--- src/ser_pkg.sv ---
// package of constants and types for the status enable and event registers
package ser_pkg;
	// ==================================================================
	// widths and ranges
	localparam int REG_W = 8;
	localparam int ARG_W = 16;
	localparam logic [REG_W-1:0] MASK_MAX = 8'hFF;
	// ==================================================================
	// reset values
	localparam logic [REG_W-1:0] SRQ_RST = 8'h00;
	localparam logic [REG_W-1:0] OEN_RST = 8'h00;
	localparam logic [REG_W-1:0] EVT_RST = 8'h00;
	// ==================================================================
	// command codes on the remote command port
	typedef enum logic [1:0] {
		OP_NONE = 2'b00,
		OP_WRITE = 2'b01,
		OP_QUERY = 2'b10
	} ser_op_t;
	typedef enum logic [1:0] {
		SEL_SRQ = 2'b00,
		SEL_OEN = 2'b01,
		SEL_OEV = 2'b10
	} ser_sel_t;
	// ==================================================================
	// control states
	typedef enum logic [0:0] {
		ST_INIT = 1'b0,
		ST_RUN = 1'b1
	} ser_state_t;
endpackage

--- src/ser_top.sv ---
// status register bank: service-request mask, operation enable and event latch
`timescale 1ns/1ps
`default_nettype none
module ser_top #(
	parameter int ARG_W = ser_pkg::ARG_W,
	parameter int W = ser_pkg::REG_W
) (
	input wire logic clk_sys, // system clock, 100 MHz
	input wire logic rstn, // async power-on reset, active low
	input wire logic cmd_valid, // command present
	input wire logic [1:0] cmd_op, // write or query
	input wire logic [1:0] cmd_sel, // register selected
	input wire logic [ARG_W-1:0] cmd_arg, // integer argument of a write
	input wire logic psc_flag, // power-on-clear flag, held by the host side
	input wire logic [W-1:0] nv_mask_in, // retained mask from the keep-alive store
	input wire logic [W-1:0] cond_in, // operation condition levels
	output logic cmd_ready, // commands are taken
	output logic rsp_valid, // one-cycle answer strobe to a query
	output logic [W-1:0] rsp_data, // answer value
	output logic exec_err, // one-cycle execution error pulse
	output logic [W-1:0] srq_mask, // service-request mask
	output logic [W-1:0] nv_mask_out, // mask value to keep across power loss
	output logic operation_summary_bit_summary_bit // operation summary bit of the status byte
);
	localparam logic [ARG_W-1:0] ARG_MAX = ARG_W'(ser_pkg::MASK_MAX);

	typedef struct packed {
		ser_pkg::ser_state_t st;
		logic rdy;
		logic [W-1:0] srq;
		logic [W-1:0] oen;
		logic summ;
		logic rv;
		logic [W-1:0] rd;
		logic err;
	} ser_top_state_t;

	ser_top_state_t q;
	ser_top_state_t d;
	logic clr_evt;
	logic take;
	logic arg_ok;
	logic [W-1:0] latch_q;
	logic [W-1:0] rise_q;

	// ==================================================================
	// event latch, conditions are pins and synchronised inside
	ser_evt_latch #(
		.W(W)
	) u_evt (
		.clk_sys(clk_sys),
		.rstn(rstn),
		.cond_async(cond_in),
		.clr(clr_evt),
		.latch_q(latch_q),
		.rise_q(rise_q)
	);

	assign take = cmd_valid && q.rdy;
	assign arg_ok = (cmd_arg <= ARG_MAX);

	// ==================================================================
	// command decode and state update
	// the retained mask is picked up one edge after reset release, never
	// under the asynchronous reset itself
	always_comb begin
		d = q;
		d.rv = 1'b0;
		d.err = 1'b0;
		clr_evt = 1'b0;
		d.summ = |(latch_q & q.oen);
		case (q.st)
			ser_pkg::ST_INIT: begin
				if (psc_flag) begin
					d.srq = ser_pkg::SRQ_RST;
				end else begin
					d.srq = nv_mask_in;
				end
				d.st = ser_pkg::ST_RUN;
				d.rdy = 1'b1;
			end
			ser_pkg::ST_RUN: begin
				if (take) begin
					case ({cmd_op, cmd_sel})
						{ser_pkg::OP_WRITE, ser_pkg::SEL_SRQ}: begin
							if (arg_ok) begin
								d.srq = cmd_arg[W-1:0];
							end else begin
								d.err = 1'b1;
							end
						end
						{ser_pkg::OP_WRITE, ser_pkg::SEL_OEN}: begin
							if (arg_ok) begin
								d.oen = cmd_arg[W-1:0];
							end else begin
								d.err = 1'b1;
							end
						end
						{ser_pkg::OP_QUERY, ser_pkg::SEL_SRQ}: begin
							d.rv = 1'b1;
							d.rd = q.srq;
						end
						{ser_pkg::OP_QUERY, ser_pkg::SEL_OEN}: begin
							d.rv = 1'b1;
							d.rd = q.oen;
						end
						{ser_pkg::OP_QUERY, ser_pkg::SEL_OEV}: begin
							d.rv = 1'b1;
							d.rd = latch_q;
							clr_evt = 1'b1;
						end
						default: begin
							d.err = 1'b1; // writes to the latch, unknown codes
						end
					endcase
				end
			end
			default: begin
				d.st = ser_pkg::ST_INIT;
				d.rdy = 1'b0;
			end
		endcase
	end

	// state register
	always_ff @(posedge clk_sys or negedge rstn) begin
		if (!rstn) begin
			q.st <= ser_pkg::ST_INIT;
			q.rdy <= 1'b0;
			q.srq <= ser_pkg::SRQ_RST;
			q.oen <= ser_pkg::OEN_RST;
			q.summ <= 1'b0;
			q.rv <= 1'b0;
			q.rd <= ser_pkg::EVT_RST;
			q.err <= 1'b0;
		end else begin
			q <= d;
		end
	end

	// outputs, all straight from flops
	assign cmd_ready = q.rdy;
	assign rsp_valid = q.rv;
	assign rsp_data = q.rd;
	assign exec_err = q.err;
	assign srq_mask = q.srq;
	assign nv_mask_out = q.srq;
	assign operation_summary_bit_summary_bit = q.summ;

	// ==================================================================
	// checks
	property p_srq_write;
		@(posedge clk_sys) disable iff (!rstn)
		(take && cmd_op == ser_pkg::OP_WRITE && cmd_sel == ser_pkg::SEL_SRQ && arg_ok)
		|=> (srq_mask == $past(cmd_arg[W-1:0])) && !exec_err;
	endproperty
	a_srq_write: assert property (p_srq_write) else $error("mask write lost");

	property p_srq_bad;
		@(posedge clk_sys) disable iff (!rstn)
		(take && cmd_op == ser_pkg::OP_WRITE && cmd_sel == ser_pkg::SEL_SRQ && !arg_ok)
		|=> exec_err && $stable(srq_mask);
	endproperty
	a_srq_bad: assert property (p_srq_bad) else $error("bad mask argument accepted");

	property p_psc_clear;
		@(posedge clk_sys) disable iff (!rstn)
		(q.st == ser_pkg::ST_INIT && psc_flag) |=> (srq_mask == ser_pkg::SRQ_RST) && cmd_ready;
	endproperty
	a_psc_clear: assert property (p_psc_clear) else $error("mask not cleared at power-up");

	property p_psc_keep;
		@(posedge clk_sys) disable iff (!rstn)
		(q.st == ser_pkg::ST_INIT && !psc_flag) |=> (srq_mask == $past(nv_mask_in));
	endproperty
	a_psc_keep: assert property (p_psc_keep) else $error("retained mask not restored");

	// write, one idle cycle, then readback; the idle cycle keeps the mask untouched
	property p_oen_write;
		@(posedge clk_sys) disable iff (!rstn)
		(take && cmd_op == ser_pkg::OP_WRITE && cmd_sel == ser_pkg::SEL_OEN && arg_ok)
		##1 !take
		##1 (take && cmd_op == ser_pkg::OP_QUERY && cmd_sel == ser_pkg::SEL_OEN)
		|=> rsp_valid && (rsp_data == $past(cmd_arg[W-1:0], 3));
	endproperty
	a_oen_write: assert property (p_oen_write) else $error("enable mask readback wrong");

	// out-of-range enable argument must not reach the mask
	property p_oen_bad;
		@(posedge clk_sys) disable iff (!rstn)
		(take && cmd_op == ser_pkg::OP_WRITE && cmd_sel == ser_pkg::SEL_OEN && !arg_ok)
		|=> exec_err && $stable(q.oen);
	endproperty
	a_oen_bad: assert property (p_oen_bad) else $error("bad enable argument accepted");

	property p_summary;
		@(posedge clk_sys) disable iff (!rstn)
		q.st == ser_pkg::ST_RUN |=> (operation_summary_bit_summary_bit == |($past(latch_q) & $past(q.oen)));
	endproperty
	a_summary: assert property (p_summary) else $error("summary bit wrong");

	property p_evt_query;
		@(posedge clk_sys) disable iff (!rstn)
		(take && cmd_op == ser_pkg::OP_QUERY && cmd_sel == ser_pkg::SEL_OEV)
		|=> rsp_valid && (rsp_data == $past(latch_q)) && (latch_q == $past(rise_q));
	endproperty
	a_evt_query: assert property (p_evt_query) else $error("event query wrong");

	property p_no_spurious;
		@(posedge clk_sys) disable iff (!rstn)
		!take |=> !rsp_valid && !exec_err;
	endproperty
	a_no_spurious: assert property (p_no_spurious) else $error("answer without command");
endmodule // ser_top
`default_nettype wire

--- src/ser_evt_latch.sv ---
// rising-edge event latch with read clear for the operation conditions
`timescale 1ns/1ps
`default_nettype none
module ser_evt_latch #(
	parameter int W = 8
) (
	input wire logic clk_sys, // system clock
	input wire logic rstn, // async reset, active low
	input wire logic [W-1:0] cond_async, // condition levels from outside
	input wire logic clr, // one-cycle clear pulse from a query
	output logic [W-1:0] latch_q, // latched events
	output logic [W-1:0] rise_q // rising edges seen this cycle
);
	typedef struct packed {
		logic [W-1:0] s1;
		logic [W-1:0] s2;
		logic [W-1:0] prev;
		logic [W-1:0] latch;
	} ser_evl_state_t;

	ser_evl_state_t q;
	ser_evl_state_t d;
	logic [W-1:0] rise;

	// ==================================================================
	// synchroniser, edge detect and sticky latch
	// set wins over clear so an edge in the query cycle is kept
	always_comb begin
		d = q;
		d.s1 = cond_async;
		d.s2 = q.s1;
		d.prev = q.s2;
		rise = q.s2 & ~q.prev;
		d.latch = (q.latch & ~{W{clr}}) | rise;
	end

	// state register
	always_ff @(posedge clk_sys or negedge rstn) begin
		if (!rstn) begin
			q <= '0;
		end else begin
			q <= d;
		end
	end

	assign latch_q = q.latch;
	assign rise_q = rise;

	// ==================================================================
	// checks
	property p_evt_set;
		@(posedge clk_sys) disable iff (!rstn)
		(rise != '0) |=> ((latch_q & $past(rise)) == $past(rise));
	endproperty
	a_evt_set: assert property (p_evt_set) else $error("edge not latched");

	property p_evt_hold;
		@(posedge clk_sys) disable iff (!rstn)
		!clr |=> ((latch_q & $past(latch_q)) == $past(latch_q));
	endproperty
	a_evt_hold: assert property (p_evt_hold) else $error("event lost without read");

	property p_evt_clear;
		@(posedge clk_sys) disable iff (!rstn)
		clr |=> (latch_q == $past(rise));
	endproperty
	a_evt_clear: assert property (p_evt_clear) else $error("read did not clear latch");
endmodule // ser_evt_latch
`default_nettype wire

--- config.mk ---
export PLATFORM = sky130hd
export DESIGN_NAME = ser_top
export DESIGN_NICKNAME = d
export VERILOG_FILES = /design/src/ser_pkg.sv /design/src/ser_top.sv /design/src/ser_evt_latch.sv
export SDC_FILE = /design/constraint.sdc
export NUM_CORES = 1
export LEC_CHECK = 0
export ABC_CLOCK_PERIOD_IN_PS = 2100
export BUFFER_PORTS_ARGS = -buffer_cell sky130_fd_sc_hd__buf_2
export CAP_MARGIN = 20
export CORE_ASPECT_RATIO = 0.75
export CORE_MARGIN = 2
export CORE_UTILIZATION = 30
export CTS_CLUSTER_DIAMETER = 120
export CTS_CLUSTER_SIZE = 16
export DETAILED_ROUTE_END_ITERATION = 10
export PLACE_DENSITY = 0.61
export SLEW_MARGIN = 20
export SYNTH_ARGS = -nofsm -noshare
export SYNTH_HDL_FRONTEND = slang
export SYNTH_HIERARCHICAL = 1
export SYNTH_SLANG_ARGS = --single-unit
--- constraint.sdc ---
create_clock -name clk_sys -period 2.1 [get_ports clk_sys]
set_input_delay 0.21 -clock clk_sys [delete_from_list [all_inputs] [get_ports clk_sys]]
set_output_delay 0.21 -clock clk_sys [all_outputs]
set_load 0.01 [all_outputs]
* Word-level counts from Yosys, hierarchy flattened
Index checks and enable logic that the tools add are counted.
** Cells by class
- Div/mod/pow operators :: 0
- Multiply operators :: 0
- Equal/unequal tests :: 8
- Shift operators :: 0
- Muxes and demuxes :: 15
- Order comparisons :: 1
- Bitwise gates (word level) :: 7
- Reduce and logical (&&, ||, !) cells :: 8
- Add/sub/neg operators :: 0
** Operators by type and width (number)
- two-way mux 8 bit :: 5
- one-hot mux 9 bit (3 select lines) :: 1
- AND 8 bit :: 3
- two-way mux 10 bit :: 2
- <= comparator 16 x 8 -> 1 bit, second input constant :: 1
- two-way mux 16 bit :: 1
- inverter 8 bit :: 2
- one-hot mux 8 bit (2 select lines) :: 1
- == test 4 bit, second input constant :: 3
- == test 4 x 3 -> 1 bit, second input constant :: 2
- OR 8 bit :: 1
- OR reduction 8 bit :: 1
- inequality test 2 x 1 -> 1 bit, second input constant :: 3
- AND reduction 3 bit :: 2
- two-way mux 1 bit :: 4
- AND reduction 4 bit :: 1
- nonzero test 3 bit :: 1
- OR reduction 3 bit :: 1
- one-hot mux 1 bit (2 select lines) :: 1
- OR reduction 2 bit :: 1
- logical AND 1 bit :: 1
- inverter 1 bit :: 1
** Storage, ports and cells
- Memory bits (read-only) :: 0
- Memory bits (writable) :: 0
- Memories :: 0
- Bits in registers :: 61
- Word-level logic and storage cells :: 51
- Bits in latches :: 0
- Output and inout bits :: 28

* Logic depth before layout (Yosys ltp)
Gate-level depths: netlist of the first run.
- Depth in word-level cells :: 7
- Gate-level depth with buffers :: 6
- Gate-level depth less buffers :: 5

* Cells and area by module
Netlist of the first run, hierarchy kept.
** Modules (own cells, without submodules)
- ser_top :: seq. area each 725.7 um2, cells an instance 158, area an instance 1612.8 um2, times used 1
- ser_evt_latch :: seq. area each 800.8 um2, cells an instance 57, area an instance 1034.7 um2, times used 1

* Least setup slack after synthesis of the first run
No wires, ideal clock.
- Path kind :: register to register
- Start point :: reg q, in the netlist cmd_ready
- End point :: reg u_evt.q, in the netlist u_evt/latch_q[5]
- Cell stages (with the launch flop) :: 7
- Period minus slack after synthesis :: 1625 ps
- Arrival time :: 1507 ps
- Setup slack :: 475 ps
- Path buffers :: 1
- Required time :: 1982 ps
- Setup time :: 118 ps
- Path through :: dfrtp_1 > nand3_1 > nor2_2 > buf_2 > and3_1 > inv_2 > a21o_1
** RTL lines
- start: declaration :: line ser_top.sv:38 : ser_top_state_t q;
- end signal: assignment :: line ser_evt_latch.sv:40 : q <= '0;
- end signal: assignment :: line ser_evt_latch.sv:42 : q <= d;
- end: declaration :: line ser_evt_latch.sv:21 : ser_evl_state_t q;

* Final worst setup path of the first run
- Start point :: reg q[28] in the netlist's numbering
- End point :: reg q[12] in the netlist's numbering
** Between the ends
- Longest elaborated chain between the ends :: 1
** RTL lines
- AND reduction 4 bit (no line)
No other way between the ends.
A chain may end at the register's enable or synchronous reset.

==> results of run 1 <==
-- routing by layer --
| metal | vias to the layer above | wire [microns] |
|---|---|---|
| li1 | 841 | - |
| met1 | 872 | 2790 |
| met2 | 64 | 2450 |
| met3 | 6 | 472 |
| met4 | 0 | 37 |
| met5 | - | 0 |
-- through the flow --
stage | total power, mW | cells | utilization, % | hold slack [ps] | setup WS (ps)
after global placement | 1.59 | 358 | 34.0 | 318 | 413
final | 3.01 | 382 | 38.4 | 59.4 | 505
after global routing | 3.14 | 382 | 38.4 | 125 | 369
after CTS | 3.06 | 381 | 38.2 | 1.94 | 504
after detailed placement | 1.60 | 358 | 34.0 | 319 | 333
after floorplan | 1.52 | 215 | - | -85.6 | 475
-- sequential cells by signal (all words and copies together), names as in the netlist --
signal                             flops
u_evt/d                               16
operation_summary_bit_summary_bit      1
exec_err                               1
rsp_data                               8
u_evt/latch_q                          8
cmd_ready                              1
q                                      9
u_evt/q                                8
nv_mask_out                            8
rsp_valid                              1
-- final timing paths --
check / start / to / slack, ps / depth (start not counted)
max: q[28] / q[12] / 510 / 4
max reg2reg: q[28] / q[12] / 510 / 4
min reg2reg: u_evt/d[22] / u_evt/d[14] / 340 / 0
min: rstn / u_evt/d[23] / 60 / 2
min in group clk_sys: cmd_arg[3] / q[14] / 140 / 2
max in group asynchronous: rstn / u_evt/d[18] / 1530 / 2
-- power by group --
| part | internal [mW] | total (mW) | switching (mW) |
|---|---|---|---|
| clock | 0.945 | 1.43 | 0.480 |
| combinational | 0.134 | 0.290 | 0.156 |
| sequential | 1.25 | 1.30 | 0.0528 |
-- synth_stat cells, types with 3 or more instances --
library cell | count | area [sq um]
sky130_fd_sc_hd__a21o_1 | 8 | 60.1
sky130_fd_sc_hd__a21oi_1 | 9 | 45.0
sky130_fd_sc_hd__a221oi_1 | 8 | 70.1
sky130_fd_sc_hd__a22oi_1 | 12 | 90.1
sky130_fd_sc_hd__buf_2 | 3 | 15.0
sky130_fd_sc_hd__buf_4 | 32 | 240
sky130_fd_sc_hd__dfrtp_1 | 61 | 1530
sky130_fd_sc_hd__mux2_2 | 8 | 90.1
sky130_fd_sc_hd__mux2i_1 | 8 | 80.1
sky130_fd_sc_hd__nor2_1 | 25 | 93.8
sky130_fd_sc_hd__nor2b_4 | 8 | 110
sky130_fd_sc_hd__o2bb2ai_1 | 8 | 70.1
-- placed cells by master (no fill, tap or decap), types with 2 or more instances in the layout --
cell                             n
sky130_fd_sc_hd__a21o_1          8
sky130_fd_sc_hd__buf_4           6
sky130_fd_sc_hd__nand2b_1        2
sky130_fd_sc_hd__nor2b_4         8
sky130_fd_sc_hd__clkinv_2        2
sky130_fd_sc_hd__nor2_1         25
sky130_fd_sc_hd__o2bb2ai_1       8
sky130_fd_sc_hd__mux2_2          8
sky130_fd_sc_hd__inv_2           2
sky130_fd_sc_hd__clkbuf_1        2
sky130_fd_sc_hd__clkbuf_16       9
sky130_fd_sc_hd__a221oi_1        8
sky130_fd_sc_hd__a21oi_1         9
sky130_fd_sc_hd__nand3_1         2
sky130_fd_sc_hd__mux2i_1         8
sky130_fd_sc_hd__buf_2          67
sky130_fd_sc_hd__and3_1          2
sky130_fd_sc_hd__a22oi_1        12
sky130_fd_sc_hd__dlygate4sd3_1   8
sky130_fd_sc_hd__dfrtp_1        61
sky130_fd_sc_hd__nor4_1          2
-- kinds of logic after synthesis --
kind of cell | count (synthesis) | synth area share, %
AOI/OAI and AO/OA | 48 | 13.6
muxes | 16 | 6.43
and+or+nand+nor | 48 | 11.7
other | 1 | 0.142
buffers and inverters | 41 | 10.5
DFF | 61 | 57.7
-- area by class of cell --
| cell class | instances | area (sq um) |
|---|---|---|
| Sequential cell | 61 | 1530 |
| Fill cell | 828 | 5260 |
| Clock inverter | 4 | 47.5 |
| Clock buffer | 12 | 246 |
| Multi-Input combinational cell | 113 | 843 |
| Tap cell | 108 | 135 |
| Inverter | 3 | 11.3 |
| Timing Repair Buffer | 81 | 460 |
-- worst register-to-register path, stage by stage (launching register included) --
cell                      delay [ps]
sky130_fd_sc_hd__dfrtp_1         400
sky130_fd_sc_hd__nand3_1         240
sky130_fd_sc_hd__nor4_4          280
sky130_fd_sc_hd__buf_4           220
sky130_fd_sc_hd__mux2_2          350
==> results by group, run 1 <==
Status
  • Status: finished clean

Timing
  • Largest clock skew in the final design: 3.80 ps
  • Slew headroom: 47.8%
  • Highest attainable clock frequency: 0.627 GHz
  • Final sum of negative setup slack: 0 ps
  • Fin crit share: 75.9%
  • Max-slew violation total from the final report: 0
  • Finish-stage setup viols: 0
  • Setup repair after global routing missed its margin: no
  • Tmin final: 1590 ps
  • Transition time of the tightest slew-check pin: 783 ps
  • Final hold vios: 0

CTS
  • Clock edge transition at the registers on the reported setup and hold paths: 50 ps
  • Root buffer cell: sky130_fd_sc_hd__clkbuf_16
  • Post_cts resized: 0
  • Sink count of the clock tree: 61
  • Post-CTS Setup Bufs: 0
  • Maximum count of clock buffers along a single path: 2
  • H-Tree Level Count: 3
  • Clock buffer count from CTS: 9
  • Insertion delay to the later sink of the worst-skew pair: 320 ps
  • CTS tree: built
  • Post-cts hold buffer count: 7

Global routing
  • Total track usage: 12.6%
  • Largest net degree at the start of global routing: 62
  • Global-route wire length before repair: 9230 microns
  • Number of global-route vias before repair: 1786
  • Global routing usage on met2: 18.5%
  • Met3 GRT Util: 5.14%
  • Initial antenna violation count: 0
  • Global-route met1 utilization: 17.3%
  • Congestion Overflow GR: 0
  • Global-route layer with the greatest usage: met2

Min path
  • Worst min-delay path category: primary input to async pin

Worst setup path
  • Critical Path Fanout Max: 8
  • Top Family by Delay on Critical Path: simple AND/OR/NAND/NOR gates
  • Start-to-end type of the worst setup path: register to register
  • Critical path endpoint category: register
  • Critical path cell sequence: nand3_1 > nor4_4 > buf_4 > mux2_2
  • Highest cell delay on the worst timing path: 400 ps
  • Required time at the endpoint of the critical path: 2300 ps
  • Arrival time of data at the critical path endpoint: 1800 ps
  • Number of buffer and inverter instances along the worst setup path: 1
  • CP max-delay cell: sky130_fd_sc_hd__dfrtp_1
  • Startpoint type of the worst setup path: register

Route
  • Via-per-instance ratio: 4.67
  • Starting DRC count in detailed routing: 108
  • Drt first pass iters: 4
  • Post-detailed-route wirelength per cell: 15.0 microns
  • Post-route ant nets: 0
  • Detailed-route wire length: 5750 microns
  • Drt drc: 0
  • Total number of vias: 1783

Logic synthesis
  • Count of flip-flops with a built-in enable after synthesis: 0
  • Mapped Cells: 215
  • Post-synth ARST share: 100%
  • Net count after synthesis: 255
  • Seq/Total Area, Yosys: 57.7%
  • Register bit count reported by yosys: 61
  • Unique cell type count in the Yosys netlist: 31
  • Synth Warn #: 6
  • Most used DFF post-synth: sky130_fd_sc_hd__dfrtp_1
  • Mapped Area: 2650 sq um
  • Avg Synthesized Cell Area: 12.3 sq um

Floorplan
  • Number of top-level pins: 68
  • Die height: 85.4 microns
  • Die width: 112 microns
  • Die area: 9600 sq um
  • Starting density of the core: 31.0%
  • Area of the core: 8530 sq um
  • Core Rows: 29

Finish
  • Fraction of final layout cells sized beyond drive strength 1: 39.4%
  • Layout area overhead: 23.5%
  • # diodes: 0
  • Net count, final: 309
  • Final design area excluding fillers: 3270 sq um

Pwr
  • P per Cell Area: 921 nW/um^2
  • Leak pwr: 1.54 nW
  • VDD IR max: 0.399 mV

Placed design
  • Cell Area, Placed: 2900 sq um
  • Gpl congestion: 0.767
  • IO buf count: 67
  • Estimated wirelength of the detail-placed design: 3990 microns

Flow run
  • Max-capacitance violation count: 0
No activity file was read; power rests on OpenSTA's default activity.
==> run 2, diff against run 1 <==
ABC_CLOCK_PERIOD_IN_PS = 1300   (was 2100)
PLACE_DENSITY = 0.63   (was 0.61)
clock period = 1.3 ns   (was 2.1 ns; I/O delays follow)
==> run 2 against run 1 <==
Compared with the run above:
- the run now ends with negative setup slack left
- die area unchanged
- setup slack worse by 580 ps
- hold slack better by 4.4 ps
- clock power up 54%
- sequential cell count unchanged
- routed wire length up 7.0%
- critical endpoint is now q[11]
- largest cell class unchanged
==> results by group, run 2 (synthesis results as in run 1) <==
Status
  • Status: finished with violations (was finished clean)
  • Failing checks: negative setup slack

Floorplan
  • Core Rows: 29 (unchanged)
  • Die height: 85.4 microns (unchanged)
  • Number of top-level pins: 68 (unchanged)
  • Die width: 112 microns (unchanged)
  • Die area: 9600 sq um (unchanged)
  • Area of the core: 8530 sq um (unchanged)
  • Starting density of the core: 31.0% (unchanged)

Route
  • Total number of vias: 1838 (was 1783)
  • Detailed-route wire length: 6150 microns (was 5750 microns)
  • Via-per-instance ratio: 4.68 (was 4.67)
  • Post-route ant nets: 0 (unchanged)
  • Drt drc: 0 (unchanged)
  • Drt first pass iters: 4 (unchanged)
  • Starting DRC count in detailed routing: 66 (was 108)
  • Post-detailed-route wirelength per cell: 15.7 microns (was 15.0 microns)

Worst setup path
  • Arrival time of data at the critical path endpoint: 1580 ps (was 1800 ps)
  • Critical Path Fanout Max: 8 (unchanged)
  • Critical path endpoint category: register (unchanged)
  • Critical path cell sequence: nand3_4 > nor4_4 > buf_6 > mux2_4 (was nand3_1 > nor4_4 > buf_4 > mux2_2)
  • Startpoint type of the worst setup path: register (unchanged)
  • CP max-delay cell: sky130_fd_sc_hd__dfrtp_1 (unchanged)
  • Start-to-end type of the worst setup path: register to register (unchanged)
  • Required time at the endpoint of the critical path: 1510 ps (was 2300 ps)
  • Highest cell delay on the worst timing path: 390 ps (was 400 ps)
  • Top Family by Delay on Critical Path: flip-flops (was simple AND/OR/NAND/NOR gates)
  • Number of buffer and inverter instances along the worst setup path: 1 (unchanged)

Finish
  • Flip-flop count of the largest register, all copies and words added: 16 (unchanged)
  • Fillers: 802 (was 828)
  • Net count, final: 320 (was 309)
  • Post-layout util: 41.3% (was 38.4%)
  • Area occupied by registers: 1530 sq um (about the same)
  • Area used by multi-input combinational logic: 962 sq um (was 843 sq um)
  • Final design area excluding fillers: 3520 sq um (was 3270 sq um)
  • Fraction of final layout cells sized beyond drive strength 1: 47.0% (was 39.4%)
  • Most used cells in the layout excluding fill and tap cells: sky130_fd_sc_hd__buf_2 (67), sky130_fd_sc_hd__dfrtp_1 (60), sky130_fd_sc_hd__nor2_1 (25) (was sky130_fd_sc_hd__buf_2 (67), sky130_fd_sc_hd__dfrtp_1 (61), sky130_fd_sc_hd__nor2_1 (25))
  • # diodes: 0 (unchanged)
  • Most common cell after layout, fill and taps aside: sky130_fd_sc_hd__buf_2 (unchanged)
  • Layout area overhead: 33.1% (was 23.5%)

CTS
  • Insertion delay to the later sink of the worst-skew pair: 330 ps (was 320 ps)
  • CTS tree: built (unchanged)
  • Post-CTS Setup Bufs: 0 (unchanged)
  • Clock buffer count from CTS: 9 (unchanged)
  • Maximum count of clock buffers along a single path: 2 (unchanged)
  • H-Tree Level Count: 3 (unchanged)
  • Root buffer cell: sky130_fd_sc_hd__clkbuf_16 (unchanged)
  • Sink count of the clock tree: 61 (unchanged)
  • Clock edge transition at the registers on the reported setup and hold paths: 60 ps (was 50 ps)

Global routing
  • Congestion Overflow GR: 0 (unchanged)
  • Global-route wire length before repair: 9760 microns (was 9230 microns)
  • Number of global-route vias before repair: 1898 (was 1786)
  • Total track usage: 13.2% (was 12.6%)
  • Largest net degree at the start of global routing: 32 (was 62)
  • Initial antenna violation count: 0 (unchanged)

Flow run
  • Max-capacitance violation count: 0 (unchanged)

Placed design
  • Gpl congestion: 0.753 (was 0.767)
  • Estimated wirelength of the detail-placed design: 4350 microns (was 3990 microns)
  • IO buf count: 67 (unchanged)
  • Cell Area, Placed: 3040 sq um (was 2900 sq um)

Pwr
  • Overall power of the completed layout: 4.85 mW (was 3.01 mW)
  • P per Cell Area: 1380 nW/um^2 (was 921 nW/um^2)
  • Leak pwr: 1.64 nW (was 1.54 nW)
  • VDD IR max: 0.783 mV (was 0.399 mV)

Timing
  • Final sum of negative setup slack: -953 ps (was 0 ps)
  • Largest clock skew in the final design: 4.47 ps (was 3.80 ps)
  • Min setup slack post-route: -74.0 ps (was 505 ps)
  • Fin crit share: 106% (was 75.9%)
  • Final hold vios: 0 (unchanged)
  • Max-slew violation total from the final report: 0 (unchanged)
  • Tmin final: 1370 ps (was 1590 ps)
  • Finish-stage setup viols: 24 (was 0)
  • Highest attainable clock frequency: 0.728 GHz (was 0.627 GHz)
  • Setup repair after global routing missed its margin: yes (was no)

Min path
  • Worst min-delay path category: primary input to register (was primary input to async pin)
[run 2: cell count changes in the layout (fill, tap and decap cells not counted), moves of 4 or more]
| cell | delta |
|---|---|
| sky130_fd_sc_hd__a221oi_1 | -8 |
| sky130_fd_sc_hd__a221oi_2 | +8 |
| sky130_fd_sc_hd__buf_12 | +4 |
| sky130_fd_sc_hd__buf_4 | +5 |
| sky130_fd_sc_hd__clkinv_4 | +4 |
| sky130_fd_sc_hd__mux2_2 | -8 |
| sky130_fd_sc_hd__mux2_4 | +8 |
[run 2: worst paths after layout]
| path | end | start | slack (ps) | cells past startpoint |
|---|---|---|---|---|
| hold / removal | q[14] | cmd_arg[3] | 60 | 2 |
| setup / recovery | q[11] | q[28] | -70 | 4 |
| hold reg to reg | u_evt/d[10] | u_evt/d[18] | 350 | 0 |
| setup reg to reg | q[11] | q[28] | -70 | 4 |
| min in group asynchronous | u_evt/d[23] | rstn | 270 | 2 |
| max in group asynchronous | u_evt/latch_q[2] | rstn | 540 | 3 |
[run 2: area by class of cell]
class	count	area share, %
clock inverter	7	1.70
sequential	61	43.4
tap	108	3.84
timing repair buffer	92	17.0
inverter	3	0.391
clock buffer	9	6.39
multi-input combinational	113	27.3
[run 2: report_power, final]
part / leakage, nW / internal [mW] / switching [mW]
sequential: 0.726 / 2.01 / 0.0850
clock: 0.137 / 1.31 / 0.892
combinational: 0.780 / 0.262 / 0.289
total: 1.64 / 3.58 / 1.27
[run 2: what timing repair did]
item / in CTS / in global routing
resized for setup: 16 / 7
setup endpoints to repair: 32 / 32
hold buffers: 9 / 0
hold endpoints to repair: 21 / 0
pin swaps: 2 / 0
[run 2: per-stage QoR]
step | setup slack (ps) | instances | hold slack, ps
3_5_place_dp | -339 | 368 | 78.1
4_1_cts | -89.5 | 393 | 52.3
3_3_place_gp | -308 | 368 | 77.2
6_report | -74.0 | 393 | 63.8
2_1_floorplan | -212 | 215 | -166
5_1_grt | -149 | 393 | 53.4
[run 2: metal layers]
metal / global-route usage [%] / share of wire (%)
met2: 20.3 / 46
met1: 17.8 / 47
met3: 5.50 / 6.7
met4: 2.55 / 0.29
met5: 0 / 0
